File: config.mk
export PLATFORM = sky130hd
export DESIGN_NAME = acc_top
export DESIGN_NICKNAME = d
export VERILOG_FILES = /design/src/rtl/acc_pkg.sv /design/src/rtl/acc_top.sv /design/src/rtl/acc_stage_mem.sv
export SDC_FILE = /design/constraint.sdc
export NUM_CORES = 1
export LEC_CHECK = 0
export BUFFER_PORTS_ARGS = -buffer_cell sky130_fd_sc_hd__buf_2
export CORE_ASPECT_RATIO = 0.7
export CORE_MARGIN = 8
export CORE_UTILIZATION = 51
export CTS_CLUSTER_SIZE = 12
export DETAILED_ROUTE_END_ITERATION = 10
export GPL_ROUTABILITY_DRIVEN = 0
export PLACE_DENSITY = 0.78
export SYNTH_ARGS = -nofsm -noshare
export SYNTH_HDL_FRONTEND = slang
export SYNTH_SLANG_ARGS = --single-unit
File: constraint.sdc
create_clock -name sys_clk -period 11.8 [get_ports sys_clk]
set_input_delay 0 -clock sys_clk [delete_from_list [all_inputs] [get_ports sys_clk]]
set_output_delay 0 -clock sys_clk [all_outputs]
set_load 0.02 [all_outputs]
File: src/rtl/acc_pkg.sv
package acc_pkg;
    localparam int NUM_DAC = 10;
    localparam int NUM_PIN = 12;
    localparam int CODE_W = 10;
    localparam int ADC_W = 12;
    localparam int EXP_W = 3;
    localparam int CNT_W = 17;

    // register byte offsets
    localparam logic [7:0] OFS_CTRL = 8'h00;
    localparam logic [7:0] OFS_DAC_ENABLE = 8'h04;
    localparam logic [7:0] OFS_DAC_UPDATE = 8'h08;
    localparam logic [7:0] OFS_ADC_CFG = 8'h0c;
    localparam logic [7:0] OFS_ADC_SEL = 8'h10;
    localparam logic [7:0] OFS_ADC_RESULT = 8'h14;
    localparam logic [7:0] OFS_STAGE_BASE = 8'h40;
    localparam logic [7:0] OFS_STAGE_LAST = 8'h64;

    // field positions
    localparam int CTRL_COMMIT_BIT = 0;
    localparam int CTRL_BUSY_BIT = 0;
    localparam int CTRL_DONE_BIT = 1;
    localparam int CTRL_ERR_BIT = 2;
    localparam int CTRL_ADC_DONE_BIT = 3;
    localparam int UPD_CODE_LSB = 0;
    localparam int UPD_IDX_LSB = 16;
    localparam int STG_CODE_LSB = 0;
    localparam int STG_STEP_BIT = 12;
    localparam int STG_MID_LSB = 16;
    localparam int ADC_EXP_LSB = 0;
    localparam int ADC_EN_BIT = 4;
    localparam int RES_FRESH_BIT = 16;

    // input select codes
    localparam logic [4:0] SEL_EXT_LAST = 5'h03;
    localparam logic [4:0] SEL_TEMP = 5'h10;

    // reset values
    localparam logic [NUM_DAC-1:0] RST_MASK = 10'h000;
    localparam logic [EXP_W-1:0] RST_EXP = 3'h0;
    localparam logic [4:0] RST_SEL = 5'h00;

    // timing: adc clock derived from the system clock
    localparam int SYS_PERIOD_NS = 5;
    localparam int ADC_PERIOD_NS = 25;
    localparam int ADC_DIV = ADC_PERIOD_NS / SYS_PERIOD_NS;
    localparam int DEC_BASE_CYC = 256;
    localparam logic [3:0] LAST_DAC = 4'h9;

    typedef struct packed {
        logic [1:0] mid;
        logic step;
        logic [CODE_W-1:0] code;
    } acc_stage_t;

    typedef struct packed {
        logic en;
        logic [1:0] mid;
        logic step;
        logic [CODE_W-1:0] code;
    } acc_dac_t;

    typedef struct packed {
        logic [7:0] addr;
        logic sel;
        logic en;
        logic wr;
        logic [31:0] wdata;
    } acc_apb_req_t;

    typedef enum logic [1:0] {
        ST_IDLE = 2'b01,
        ST_WALK = 2'b10
    } acc_state_t;

    // shared 3.3 V pin carrying each dac
    function automatic logic [3:0] acc_dac_pin(input int i);
        unique case (i)
            0: acc_dac_pin = 4'h9;
            1: acc_dac_pin = 4'h7;
            2: acc_dac_pin = 4'h6;
            3: acc_dac_pin = 4'ha;
            4: acc_dac_pin = 4'h0;
            5: acc_dac_pin = 4'h1;
            6: acc_dac_pin = 4'h3;
            7: acc_dac_pin = 4'h4;
            8: acc_dac_pin = 4'h5;
            default: acc_dac_pin = 4'h8;
        endcase
    endfunction
endpackage

File: src/rtl/acc_top.sv
`timescale 1ns/1ps
module acc_top #(
    parameter int DEC_BASE = acc_pkg::DEC_BASE_CYC
) (
    input wire logic sys_clk,
    input wire logic rst,
    input wire logic [7:0] paddr,
    input wire logic psel,
    input wire logic penable,
    input wire logic pwrite,
    input wire logic [31:0] pwdata,
    output logic [31:0] prdata,
    output logic pready,
    output logic pslverr,
    output acc_pkg::acc_dac_t [acc_pkg::NUM_DAC-1:0] dac_cfg,
    input wire logic [acc_pkg::NUM_PIN-1:0] gpio_drive_en,
    output logic [acc_pkg::NUM_PIN-1:0] shared_3v3_pin_oe,
    output logic [acc_pkg::NUM_PIN-1:0] shared_3v3_pin_dac_sel,
    output logic adc_clk,
    output logic adc_enable,
    output logic [4:0] adc_input_select,
    input wire logic [acc_pkg::ADC_W-1:0] adc_raw_code
);
    acc_pkg::acc_apb_req_t req;
    acc_pkg::acc_state_t state_q, state_d;
    logic [3:0] walk_idx_q, walk_idx_d;
    logic free_q, setup_done_q, setup_done_d, err_q, err_d;
    logic [acc_pkg::NUM_DAC-1:0] dac_enable_mask_q, dac_enable_mask_d;
    logic [3:0] dac_select_index_q, dac_select_index_d;
    logic [acc_pkg::CODE_W-1:0] dac_new_code_q, dac_new_code_d;
    acc_pkg::acc_dac_t [acc_pkg::NUM_DAC-1:0] dac_q, dac_d;
    logic [acc_pkg::NUM_PIN-1:0] claim_q, claim_d;
    logic [acc_pkg::EXP_W-1:0] adc_decimation_exponent_q, adc_exp_d;
    logic adc_en_q, adc_en_d, adc_cfg_done_q, adc_cfg_done_d;
    logic [4:0] adc_sel_q, adc_sel_d;
    logic [2:0] div_q, div_d;
    logic adc_clk_q, adc_clk_d;
    logic [acc_pkg::CNT_W-1:0] cnt_q, cnt_d, conv_target;
    logic [acc_pkg::ADC_W-1:0] result_q, result_d, sync1_q, sync2_q;
    logic fresh_q, fresh_d;
    logic walking, access, wr_acc, mapped, stage_hit, conv_done, adc_tick;
    logic upd_wr, upd_ok, upd_bad, commit, sel_legal, restart;
    acc_pkg::acc_stage_t stage_rd, stage_wr;
    logic [3:0] mem_rd_addr;

    function automatic logic [3:0] stage_idx(input logic [7:0] a);
        logic [7:0] off;
        off = a - acc_pkg::OFS_STAGE_BASE;
        stage_idx = off[5:2];
    endfunction

    function automatic logic in_stage(input logic [7:0] a);
        in_stage = a >= acc_pkg::OFS_STAGE_BASE &&
                   a <= acc_pkg::OFS_STAGE_LAST && a[1:0] == 2'b00;
    endfunction

    assign req = '{addr: paddr, sel: psel, en: penable, wr: pwrite,
                   wdata: pwdata};
    assign walking = state_q == acc_pkg::ST_WALK;
    assign stage_hit = in_stage(req.addr);
    assign mapped = stage_hit || req.addr == acc_pkg::OFS_CTRL ||
                    req.addr == acc_pkg::OFS_DAC_ENABLE ||
                    req.addr == acc_pkg::OFS_DAC_UPDATE ||
                    req.addr == acc_pkg::OFS_ADC_CFG ||
                    req.addr == acc_pkg::OFS_ADC_SEL ||
                    req.addr == acc_pkg::OFS_ADC_RESULT;
    // stall during the load walk; free_q gives staged reads a cycle
    assign pready = req.sel && req.en && !walking && free_q;
    assign pslverr = pready && !mapped;
    assign access = pready && mapped;
    assign wr_acc = access && req.wr;

    assign commit = wr_acc && req.addr == acc_pkg::OFS_CTRL &&
                    req.wdata[acc_pkg::CTRL_COMMIT_BIT];
    assign upd_wr = wr_acc && req.addr == acc_pkg::OFS_DAC_UPDATE;
    // index beyond nine or no setup yet: the update is dropped
    assign upd_ok = upd_wr && setup_done_q &&
        req.wdata[acc_pkg::UPD_IDX_LSB +: 4] <= acc_pkg::LAST_DAC;
    assign upd_bad = upd_wr && !upd_ok;

    assign stage_wr = '{
        mid: req.wdata[acc_pkg::STG_MID_LSB +: 2],
        step: req.wdata[acc_pkg::STG_STEP_BIT],
        code: req.wdata[acc_pkg::STG_CODE_LSB +: acc_pkg::CODE_W]};
    assign mem_rd_addr = walking ? walk_idx_q : stage_idx(req.addr);

    acc_stage_mem u_stage (
        .sys_clk(sys_clk),
        .rst(rst),
        .wr_en(wr_acc && stage_hit),
        .wr_addr(stage_idx(req.addr)),
        .wr_data(stage_wr),
        .rd_addr(mem_rd_addr),
        .rd_data(stage_rd)
    );

    // control and dac group
    always_comb begin
        state_d = state_q;
        walk_idx_d = walk_idx_q;
        setup_done_d = setup_done_q;
        err_d = err_q;
        dac_enable_mask_d = dac_enable_mask_q;
        dac_select_index_d = dac_select_index_q;
        dac_new_code_d = dac_new_code_q;
        dac_d = dac_q;
        if (wr_acc && req.addr == acc_pkg::OFS_DAC_ENABLE) begin
            dac_enable_mask_d = req.wdata[acc_pkg::NUM_DAC-1:0];
        end
        // error flag: write one clears, a new fault wins
        if (wr_acc && req.addr == acc_pkg::OFS_CTRL &&
            req.wdata[acc_pkg::CTRL_ERR_BIT]) begin
            err_d = 1'b0;
        end
        if (upd_bad) begin
            err_d = 1'b1;
        end
        if (upd_wr) begin
            dac_select_index_d = req.wdata[acc_pkg::UPD_IDX_LSB +: 4];
            dac_new_code_d =
                req.wdata[acc_pkg::UPD_CODE_LSB +: acc_pkg::CODE_W];
        end
        if (upd_ok) begin
            // only ten bits are taken, so no code exceeds 1023
            dac_d[req.wdata[acc_pkg::UPD_IDX_LSB +: 4]].code =
                req.wdata[acc_pkg::UPD_CODE_LSB +: acc_pkg::CODE_W];
        end
        unique case (state_q)
            acc_pkg::ST_IDLE: begin
                if (commit) begin
                    state_d = acc_pkg::ST_WALK;
                    walk_idx_d = 4'h0;
                end
            end
            acc_pkg::ST_WALK: begin
                walk_idx_d = walk_idx_q + 4'h1;
                if (walk_idx_q != 4'h0) begin
                    dac_d[walk_idx_q - 4'h1].code = stage_rd.code;
                    dac_d[walk_idx_q - 4'h1].step = stage_rd.step;
                    dac_d[walk_idx_q - 4'h1].mid = stage_rd.mid;
                end
                if (walk_idx_q == acc_pkg::LAST_DAC + 4'h1) begin
                    state_d = acc_pkg::ST_IDLE;
                    setup_done_d = 1'b1;
                    for (int i = 0; i < acc_pkg::NUM_DAC; i++) begin
                        dac_d[i].en = dac_enable_mask_q[i];
                    end
                end
            end
        endcase
    end

    // an enabled dac claims its pin from the general output driver
    always_comb begin
        claim_d = '0;
        for (int i = 0; i < acc_pkg::NUM_DAC; i++) begin
            if (dac_q[i].en) begin
                claim_d[acc_dac_pin_w(i)] = 1'b1;
            end
        end
    end

    function automatic logic [3:0] acc_dac_pin_w(input int i);
        acc_dac_pin_w = acc_pkg::acc_dac_pin(i);
    endfunction

    always_ff @(posedge sys_clk or posedge rst) begin
        if (rst) begin
            state_q <= acc_pkg::ST_IDLE;
            walk_idx_q <= 4'h0;
            free_q <= 1'b0;
            setup_done_q <= 1'b0;
            err_q <= 1'b0;
            dac_enable_mask_q <= acc_pkg::RST_MASK;
            dac_select_index_q <= 4'h0;
            dac_new_code_q <= '0;
            dac_q <= '0;
            claim_q <= '0;
        end else begin
            state_q <= state_d;
            walk_idx_q <= walk_idx_d;
            free_q <= !walking;
            setup_done_q <= setup_done_d;
            err_q <= err_d;
            dac_enable_mask_q <= dac_enable_mask_d;
            dac_select_index_q <= dac_select_index_d;
            dac_new_code_q <= dac_new_code_d;
            dac_q <= dac_d;
            claim_q <= claim_d;
        end
    end

    assign dac_cfg = dac_q;
    assign shared_3v3_pin_dac_sel = claim_q;
    assign shared_3v3_pin_oe = gpio_drive_en & ~claim_q;

    // adc group
    assign sel_legal = req.wdata[4:0] <= acc_pkg::SEL_EXT_LAST ||
                       req.wdata[4:0] == acc_pkg::SEL_TEMP;
    assign adc_tick = div_q == 3'(acc_pkg::ADC_DIV - 1);
    assign conv_target = CNT_W_SHIFT(adc_decimation_exponent_q);
    assign conv_done = adc_en_q && adc_tick && cnt_q == conv_target - 1'b1;

    function automatic logic [acc_pkg::CNT_W-1:0] CNT_W_SHIFT(
        input logic [acc_pkg::EXP_W-1:0] e);
        CNT_W_SHIFT = acc_pkg::CNT_W'(DEC_BASE) << e;
    endfunction

    always_comb begin
        adc_exp_d = adc_decimation_exponent_q;
        adc_en_d = adc_en_q;
        adc_cfg_done_d = adc_cfg_done_q;
        adc_sel_d = adc_sel_q;
        restart = 1'b0;
        // divide by five: one adc period of 25 ns
        div_d = adc_tick ? 3'h0 : div_q + 3'h1;
        adc_clk_d = div_d < 3'(acc_pkg::ADC_DIV / 2);
        cnt_d = cnt_q;
        result_d = result_q;
        fresh_d = fresh_q;
        if (wr_acc && req.addr == acc_pkg::OFS_ADC_CFG) begin
            adc_exp_d = req.wdata[acc_pkg::ADC_EXP_LSB +: acc_pkg::EXP_W];
            adc_en_d = req.wdata[acc_pkg::ADC_EN_BIT];
            adc_cfg_done_d = 1'b1;
            restart = 1'b1;
        end
        // illegal select codes keep the previous input
        if (wr_acc && req.addr == acc_pkg::OFS_ADC_SEL && sel_legal) begin
            adc_sel_d = req.wdata[4:0];
            restart = 1'b1;
        end
        if (restart || !adc_en_q) begin
            cnt_d = '0;
        end else if (conv_done) begin
            cnt_d = '0;
        end else if (adc_tick) begin
            cnt_d = cnt_q + 1'b1;
        end
        if (restart) begin
            fresh_d = 1'b0;
        end else if (conv_done) begin
            result_d = sync2_q;
            fresh_d = 1'b1;
        end
    end

    always_ff @(posedge sys_clk or posedge rst) begin
        if (rst) begin
            adc_decimation_exponent_q <= acc_pkg::RST_EXP;
            adc_en_q <= 1'b0;
            adc_cfg_done_q <= 1'b0;
            adc_sel_q <= acc_pkg::RST_SEL;
            div_q <= 3'h0;
            adc_clk_q <= 1'b0;
            cnt_q <= '0;
            result_q <= '0;
            fresh_q <= 1'b0;
            sync1_q <= '0;
            sync2_q <= '0;
        end else begin
            adc_decimation_exponent_q <= adc_exp_d;
            adc_en_q <= adc_en_d;
            adc_cfg_done_q <= adc_cfg_done_d;
            adc_sel_q <= adc_sel_d;
            div_q <= div_d;
            adc_clk_q <= adc_clk_d;
            cnt_q <= cnt_d;
            result_q <= result_d;
            fresh_q <= fresh_d;
            sync1_q <= adc_raw_code;
            sync2_q <= sync1_q;
        end
    end

    assign adc_clk = adc_clk_q;
    assign adc_enable = adc_en_q;
    assign adc_input_select = adc_sel_q;

    // register readback
    always_comb begin
        prdata = '0;
        if (stage_hit) begin
            prdata[acc_pkg::STG_CODE_LSB +: acc_pkg::CODE_W] = stage_rd.code;
            prdata[acc_pkg::STG_STEP_BIT] = stage_rd.step;
            prdata[acc_pkg::STG_MID_LSB +: 2] = stage_rd.mid;
        end else begin
            unique case (req.addr)
                acc_pkg::OFS_CTRL: begin
                    prdata[acc_pkg::CTRL_BUSY_BIT] = walking;
                    prdata[acc_pkg::CTRL_DONE_BIT] = setup_done_q;
                    prdata[acc_pkg::CTRL_ERR_BIT] = err_q;
                    prdata[acc_pkg::CTRL_ADC_DONE_BIT] = adc_cfg_done_q;
                end
                acc_pkg::OFS_DAC_ENABLE:
                    prdata[acc_pkg::NUM_DAC-1:0] = dac_enable_mask_q;
                acc_pkg::OFS_DAC_UPDATE: begin
                    prdata[acc_pkg::UPD_IDX_LSB +: 4] = dac_select_index_q;
                    prdata[acc_pkg::UPD_CODE_LSB +: acc_pkg::CODE_W] =
                        dac_new_code_q;
                end
                acc_pkg::OFS_ADC_CFG: begin
                    prdata[acc_pkg::ADC_EXP_LSB +: acc_pkg::EXP_W] =
                        adc_decimation_exponent_q;
                    prdata[acc_pkg::ADC_EN_BIT] = adc_en_q;
                end
                acc_pkg::OFS_ADC_SEL: prdata[4:0] = adc_sel_q;
                acc_pkg::OFS_ADC_RESULT: begin
                    prdata[acc_pkg::ADC_W-1:0] = result_q;
                    prdata[acc_pkg::RES_FRESH_BIT] = fresh_q;
                end
                default: prdata = '0;
            endcase
        end
    end
endmodule

File: src/rtl/acc_stage_mem.sv
`timescale 1ns/1ps
module acc_stage_mem (
    input wire logic sys_clk,
    input wire logic rst,
    input wire logic wr_en,
    input wire logic [3:0] wr_addr,
    input wire acc_pkg::acc_stage_t wr_data,
    input wire logic [3:0] rd_addr,
    output acc_pkg::acc_stage_t rd_data
);
    acc_pkg::acc_stage_t mem_q [acc_pkg::NUM_DAC];
    acc_pkg::acc_stage_t rd_d;

    always_comb begin
        rd_d = '0;
        if (rd_addr <= acc_pkg::LAST_DAC) begin
            rd_d = mem_q[rd_addr];
        end
    end

    always_ff @(posedge sys_clk or posedge rst) begin
        if (rst) begin
            rd_data <= '0;
            for (int i = 0; i < acc_pkg::NUM_DAC; i++) begin
                mem_q[i] <= '0;
            end
        end else begin
            rd_data <= rd_d;
            if (wr_en && wr_addr <= acc_pkg::LAST_DAC) begin
                mem_q[wr_addr] <= wr_data;
            end
        end
    end
endmodule

==> results.env, run 1 <==
CHIPWIDTH_UM=237.9
SLEW_HEADROOM_PCT=21.24
NUMBER_OF_DESIGN_RULE_VIOLATIONS_LEFT_AFTER_DETAIL_ROUTING=0
FINAL_COUNT_OF_HOLD_TIMING_VIOLATIONS=0
FLOORPLAN_DIE_HEIGHT_UM=171.3
DETAIL-ROUTE-ANTENNA-NETS=0
YOSYS_CELL_TYPES=64
CRITICAL_PATH.CELL_CHAIN='or3_1, ha_1, nand3b_1, a21o_1, a2111oi_4, nand4_2, nor2_2, mux2_2'
SYNTH_LARGEST_AREA_CELL='dfrtp_1'
TOTAL_CTS_BUFFERS=40
SYNTH_AREA_UM2=17580
CRIT-REG2REG-LAUNCH='adc_decimation_exponent_q[2]'
CRITPATHMAXFANOUT=14
NUMCLOCKSINKS=394
CRITPATHMAXSTAGEDELAY_NS=0.73
GRT_PASS1_WL_UM=77670
PRE_CTS_SLACK_NS=8.326
DIEAREA_UM2=40760
CTSROOTBUFFERMASTER='clkbuf_16'
DETAIL_ROUTE.FIRST_PASS.ITERATIONS=7
LAYOUT_MIN_CYCLE_TIME_NS=3.485
TIGHTESTPINTRANSITION_NS=1.175
WORSTSETUPENDPOINTTYPE='flip-flop'
VIAS=13109
ANTENNA_VIOLATIONS_BEFORE_REPAIR=4
STDCELL_COUNT=2226
SYNTH_AREA_PER_CELL_UM2=11.51
DETAILED_PLACE_HPWL_UM=33240
SYNTH_SEQ_CELLS=394
WORST-R2R-SETUP-SLACK_NS=8.31
N_FILL_CELL=2697
WORST_SLACK_NS=8.315
CP_SLOWEST_CELL='nor2_2'
REGISTER_AREA_SHARE_AFTER_SYNTHESIS_PCT=56.09
DRT_ITER0_DRC=1466
STARTPOINT_TYPE='flip-flop'
SYN2LAYOUT_AREA_GROWTH_PCT=15.83
WORST_PATH_CLK_SLEW_NS=0.06
SYNTHFLOPTYPE='dfrtp_1'
FMAX_MHz=286.9
CTS.HTREE.LEVELS=2
GRT_MAX_DEGREE=175
STD_CELL_ROWS=57
WORSTREG2REGEND='result_q[10]'
SETUP_VIOL=0
R2R.WORST_PATH.CELLS=8
WORSTSETUPSTARTPOINT='adc_decimation_exponent_q[2]'
ASYNCSETRESETFLOPFRACSYNTH_PCT=100.0
CP_DATA_ARRIVAL_TIME_NS=3.90
DRT-WIRELENGTH-PER-CELL_UM=22.50
GRT_USE_TOTAL_PCT=24.26
LEAKAGE_nW=10.19
CTS_TREE='yes'
CRITPATHKIND='reg2reg'
IR_DROP_V=0.0001422
TIMING.FINAL.CRIT_SHARE_PCT=29.54
SYNTH_TOP_AREA_SHARE_PCT=55.94
CRITICAL_PATH_REQUIRED_NS=12.22
PLACE.PORT_BUFFERS=235
CTS_BUFFER_DEPTH=3
VIAS_IN_THE_FIRST_GLOBAL_ROUTE=13397
HOLD_PATH.CLASS='in2out'
BOUNDARYPINS=274
FIN_NETS=1815
YS_WARN_COUNT=0
FINALWIRELENGTH_UM=50080
POWER.DENSITY_nW_PER_UM2=201.2
OUTCOME='complete, no violations'
CLKLATENCYLATEPIN_NS=0.56
GLOBALROUTE.TOTALOVERFLOW=0
RATIO_OF_CELLS_WITH_DRIVE_ABOVE_1_IN_THE_FINAL_LAYOUT_PCT=31.52
FP.COREAREA_UM2=34300
DETAIL_ROUTE.VIAS_PER_CELL=5.889
CAP_VIOL_MAX_COUNT=0
FIN_SETUP_TNS_NS=0
PLACEDCELLCOUNT=2142
SYN_INST=1527
FLOORPLAN.INITIALDENSITY_PCT=51.25
POSTCTSSETUPREPAIRBUFS=0
FINAL_CORE_UTIL_PCT=59.36
SKEW_NS=0.03029
DESIGN_POWER_TOTAL_mW=4.096
FINAL-MAX-SLEW-VIOLATION-COUNT=0
YOSYS-TOP-CELLS-AREA='dfrtp_1, mux2_2, nand2_1'
CRITPATHCAPTURE='result_q[10]'
COUNT_OF_FLIP_FLOPS_WITH_A_BUILT_IN_ENABLE_AFTER_SYNTHESIS=0
RSZ0062_AT_GRT='no'
-- where the power goes --
group	internal (mW)	total, mW	switching [mW]	leakage [nW]
clock	0.656	1.16	0.506	0.564
combinational	0.415	1.22	0.807	4.45
sequential	1.56	1.71	0.150	5.17
-- layer usage --
metal	part of all wire [%]	global-route usage (%)	wire length, um	vias to the layer above
met1	39	31.48	19420	6618
met2	48	39.32	23800	652
met5	0	0	0	-
met3	9.1	4.642	4549	136
met4	4.6	11.61	2312	0
li1	-	-	-	5703
-- worst max-delay path, delay by kind of cell (launching register included) --
kind | cells | cell delay [ns]
simple gates | 4 | 1.55
compound gates | 2 | 0.57
flops | 1 | 0.51
mux | 1 | 0.42
fa+ha+maj | 1 | 0.30
-- stage by stage --
stage / instance area [um2] / hold WS [ns]
after floorplan: 17640 / 0.03143
after global placement: 18960 / 0.0001487
after detailed placement: 18960 / 0.0001487
after CTS: 20350 / 0.0001487
after global routing: 20360 / 0.0001452
final: 20360 / 0.0001281
-- cell usage after synthesis, types with 2 or more instances --
| cell | number |
|---|---|
| nand3_1 | 21 |
| xor2_1 | 17 |
| buf_6 | 3 |
| a31oi_1 | 101 |
| clkbuf_1 | 63 |
| a22oi_1 | 22 |
| nand2_1 | 237 |
| and3_1 | 11 |
| dfrtp_1 | 393 |
| nor3b_1 | 3 |
| nor4_2 | 3 |
| nand2b_1 | 9 |
| nand3b_1 | 3 |
| a221o_1 | 6 |
| and2_1 | 12 |
| mux2_1 | 10 |
| a2bb2oi_1 | 2 |
| and4_1 | 2 |
| mux2_2 | 197 |
| nor4_4 | 2 |
| nor2_1 | 158 |
| a21oi_1 | 15 |
| o31ai_1 | 2 |
| o21ai_0 | 28 |
| or3_1 | 2 |
| ha_1 | 9 |
| nor3_1 | 8 |
| mux2i_1 | 16 |
| a22o_1 | 2 |
| buf_2 | 22 |
| buf_4 | 22 |
| mux4_2 | 26 |
| nand4_1 | 8 |
| a21o_1 | 2 |
| xnor2_1 | 5 |
| a221oi_1 | 3 |
| or2_2 | 2 |
| mux2_4 | 10 |
| or4_1 | 2 |
| buf_1 | 13 |
| nor2b_1 | 20 |
| inv_1 | 13 |
-- state kept, by name, indices dropped and copies added (netlist names), 3 cells and up --
name / count
sync2_q: 12
result_q: 12
adc_input_select: 5
dac_new_code_q: 10
adc_decimation_exponent_q: 3
dac_cfg: 140
u_stage.mem_q: 130
cnt_q: 17
dac_enable_mask_q: 10
walk_idx_q: 4
sync1_q: 12
div_q: 3
shared_3v3_pin_dac_sel: 10
dac_select_index_q: 4
u_stage.rd_data: 13
-- cell type report --
class	count	area [um2]	share of cell area [%]
Clock buffer	51	1114	5.469
Timing Repair Buffer	275	1551	7.620
Multi-Input combinational cell	1012	7143	35.08
Inverter	14	60.06	0.2949
Antenna cell	3	7.507	0.03687
Sequential cell	394	9861	48.43
Clock inverter	5	35.03	0.1721
Tap cell	472	590.6	2.900
-- kinds of logic after synthesis --
| logic type | Yosys count | synth area share, % |
|---|---|---|
| other cells | 1 | 0.02133 |
| flops | 394 | 56.09 |
| xor+xnor | 22 | 1.096 |
| compound gates | 195 | 7.303 |
| simple gates | 510 | 12.81 |
| fa+ha+maj | 9 | 0.6406 |
| buf+inv | 137 | 3.680 |
| mux | 259 | 18.36 |
-- placed cells by master (no fill, tap or decap), types with 10 or more instances in the layout --
cell,n
mux4_2,26
buf_2,235
nor2_1,158
dfrtp_1,393
a22oi_1,22
dlygate4sd3_1,25
buf_4,14
mux2i_1,16
xor2_1,17
and2_1,12
nor2b_1,20
inv_1,12
and3_1,11
a31oi_1,101
mux2_1,10
conb_1,17
clkbuf_16,41
nand3_1,21
nand2_1,237
o21ai_0,28
mux2_4,10
mux2_2,197
a21oi_1,14
-- worst min-delay path by stage --
stage                      startpoint                     to  slack [ns]  cells after the start
floorplan             adc_raw_code[0]             sync1_q[0]        0.03                      0
global placement     gpio_drive_en[2]   shared_3v3_pin_oe[2]      0.0001                      0
detailed placement   gpio_drive_en[2]   shared_3v3_pin_oe[2]      0.0001                      0
CTS                  gpio_drive_en[2]   shared_3v3_pin_oe[2]      0.0001                      0
global route        gpio_drive_en[11]  shared_3v3_pin_oe[11]      0.0001                      0
finish              gpio_drive_en[11]  shared_3v3_pin_oe[11]      0.0001                      0
-- what timing repair did --
action,CTS,global route
resized for setup,0,0
hold buffers,25,0
hold endpoints to repair,225,0
(Power assumes the default switching activity.)
==> inputs of run 2 (changes only) <==
Clock period 11.8 ns to 3.2 ns, I/O delays scaled along.
==> run 2 against run 1 <==
  * Global-route usage rose by 0.22 points
  * Worst setup slack got worse by 8.1 ns
  * Power rose to 3.7 times the previous value
  * Critical path type unchanged
==> results.env, run 2 (synthesis results as in run 1) <==
CTS.HTREE.LEVELS=2
DRT-WIRELENGTH-PER-CELL_UM=22.41
CHIPWIDTH_UM=237.9
FIN_NETS=1834
HOLD_PATH.CLASS='in2out'
RATIO_OF_CELLS_WITH_DRIVE_ABOVE_1_IN_THE_FINAL_LAYOUT_PCT=32.24
TIMING.FINAL.CRIT_SHARE_PCT=93.87
HOLD_PATH_STARTPOINT='gpio_drive_en[2]'
POWER.DENSITY_nW_PER_UM2=739.5
GRT_PASS1_WL_UM=78150
SETUP_VIOL=0
SKEW_NS=0.02219
STDCELL_COUNT=2248
IR_DROP_V=0.0005334
CRITPATHMAXFANOUT=12
TOTAL_CTS_BUFFERS=40
DETAIL-ROUTE-ANTENNA-NETS=0
CRIT-REG2REG-LAUNCH='adc_decimation_exponent_q[2]'
GRT_MAX_DEGREE=113
CRITPATHKIND='reg2reg'
NUMCLOCKSINKS=394
HIGHEST-SIGNAL-LAYER='met5'
CRITICAL_PATH_BUF_INV_COUNT=1
FLOORPLAN_DIE_HEIGHT_UM=171.3
WORSTSETUPENDPOINTTYPE='flip-flop'
MET3_LENGTH_UM=4779
POSTCTSSETUPREPAIRBUFS=0
TIGHTESTPINTRANSITION_NS=0.8470
CRITPATHMAXSTAGEDELAY_NS=0.45
WORSTSETUPSTARTPOINT='adc_decimation_exponent_q[2]'
PLACE.PORT_BUFFERS=235
PLACEDCELLCOUNT=2163
LEAKAGE_nW=10.30
OUTCOME='complete, no violations'
DETAIL_ROUTE.VIAS_PER_CELL=5.899
TOP_LIBRARY_CELLS_BY_USAGE_IN_THE_LAYOUT_FILL_AND_TAPS_ASIDE='dfrtp_1, nand2_1, buf_2, mux2_2, nor2_1'
SYN2LAYOUT_AREA_GROWTH_PCT=17.04
DETAIL_ROUTE.FIRST_PASS.ITERATIONS=6
FINAL_COUNT_OF_HOLD_TIMING_VIOLATIONS=0
CRITICAL_PATH_REQUIRED_NS=3.60
DESIGN_POWER_TOTAL_mW=15.22
CTS_TREE='yes'
ANTENNA_VIOLATIONS_BEFORE_REPAIR=4
MET2ROUTEDLENGTH_UM=23430
GLOBALROUTE.TOTALOVERFLOW=0
GRT_USE_TOTAL_PCT=24.47
VIAS=13262
NUMBER_OF_DESIGN_RULE_VIOLATIONS_LEFT_AFTER_DETAIL_ROUTING=0
CTS_BUFFER_DEPTH=3
MOSTFREQUENTLAYOUTCELL='dfrtp_1'
FIN_SETUP_TNS_NS=0
DIEAREA_UM2=40760
FINAL-MAX-SLEW-VIOLATION-COUNT=0
VIAS_IN_THE_FIRST_GLOBAL_ROUTE=13468
CAP_VIOL_MAX_COUNT=0
FP.COREAREA_UM2=34300
LAYOUT_MIN_CYCLE_TIME_NS=3.004
SLEW_HEADROOM_PCT=43.53
CTSROOTBUFFERMASTER='clkbuf_16'
RSZ0062_AT_GRT='no'
STD_CELL_ROWS=57
CRITICAL_PATH.CELL_CHAIN='or3_1, ha_1, nand3b_1, a21o_1, a2111oi_4, nand4_2, nor2_2, buf_12, mux2_2'
WL_MET1_UM=19390
CLKLATENCYLATEPIN_NS=0.54
FLOORPLAN.INITIALDENSITY_PCT=51.25
FINALWIRELENGTH_UM=50390
STARTPOINT_TYPE='flip-flop'
WORST_PATH_CLK_SLEW_NS=0.05
MAX_FFS_PER_REGISTER=140
CP_SLOWEST_CELL='dfrtp_1'
CP_DATA_ARRIVAL_TIME_NS=3.41
WORST-R2R-SETUP-SLACK_NS=0.20
DRT_ITER0_DRC=1430
DETAILED_PLACE_HPWL_UM=34100
FMAX_MHz=332.9
CRITICAL_PATH.TOP_DELAY_FAMILY='simple AND/OR/NAND/NOR gates'
BOUNDARYPINS=274
==> run 2: stage by stage <==
stage | util, % | setup slack, ns | hold WS [ns] | area, um2
2_1_floorplan | - | -2.101 | 0.03143 | 17640
3_3_place_gp | 55.93 | 0.3334 | -0.003066 | 19180
3_5_place_dp | 55.93 | 0.2918 | -0.001394 | 19180
4_1_cts | 59.96 | 0.2326 | 0.0001367 | 20570
5_1_grt | 59.97 | 0.03218 | 0.0001465 | 20570
6_report | 59.98 | 0.1961 | 0.00004353 | 20570
==> run 2: worst register-to-register path: stages (launching register included) <==
cell and delay, ns:
dfrtp_1 0.45, or3_1 0.43, ha_1 0.31, nand3b_1 0.19, a21o_1 0.21, a2111oi_4 0.35
nand4_2 0.19, nor2_2 0.20, buf_12 0.18, mux2_2 0.36
==> run 2: final cells by class <==
class	count	area, um2
well taps	472	590.6
repair buffers	294	1764
clock buffers	55	1119
multi-input cells	1012	7143
flip-flops and latches	394	9861
inverters	14	56.30
diodes	2	5.005
clock inverters	5	36.28
fillers	2627	13730
==> run 2: timing repair <==
item                                    in CTS  in global routing
endpoints found under the setup margin       0                  0
hold buffers                                23                  0
hold endpoints to repair                   468                  0
resized for setup                            0                  0
==> run 2: layer usage <==
layer  vias up  GRT usage [%]
met5         -              0
met2       706          39.50
met3       179          5.651
li1       5747              -
met1      6628          31.11
met4         2          12.14
==> run 2: worst paths after layout <==
| kind | end | depth (start not counted) |
|---|---|---|
| worst max register to register | result_q[10] | 9 |
| max in group asynchronous | u_stage.rd_data[5] | 5 |
| min in group asynchronous | walk_idx_q[0] | 4 |
| worst min register to register | sync2_q[7] | 0 |
| worst max-delay path | result_q[10] | 9 |
| worst min-delay path | shared_3v3_pin_oe[2] | 0 |
==> run 2: report_power, final <==
part	switching (mW)	internal, mW
Combinational	3.02	1.63
Clock	1.84	2.42
Sequential	0.558	5.76
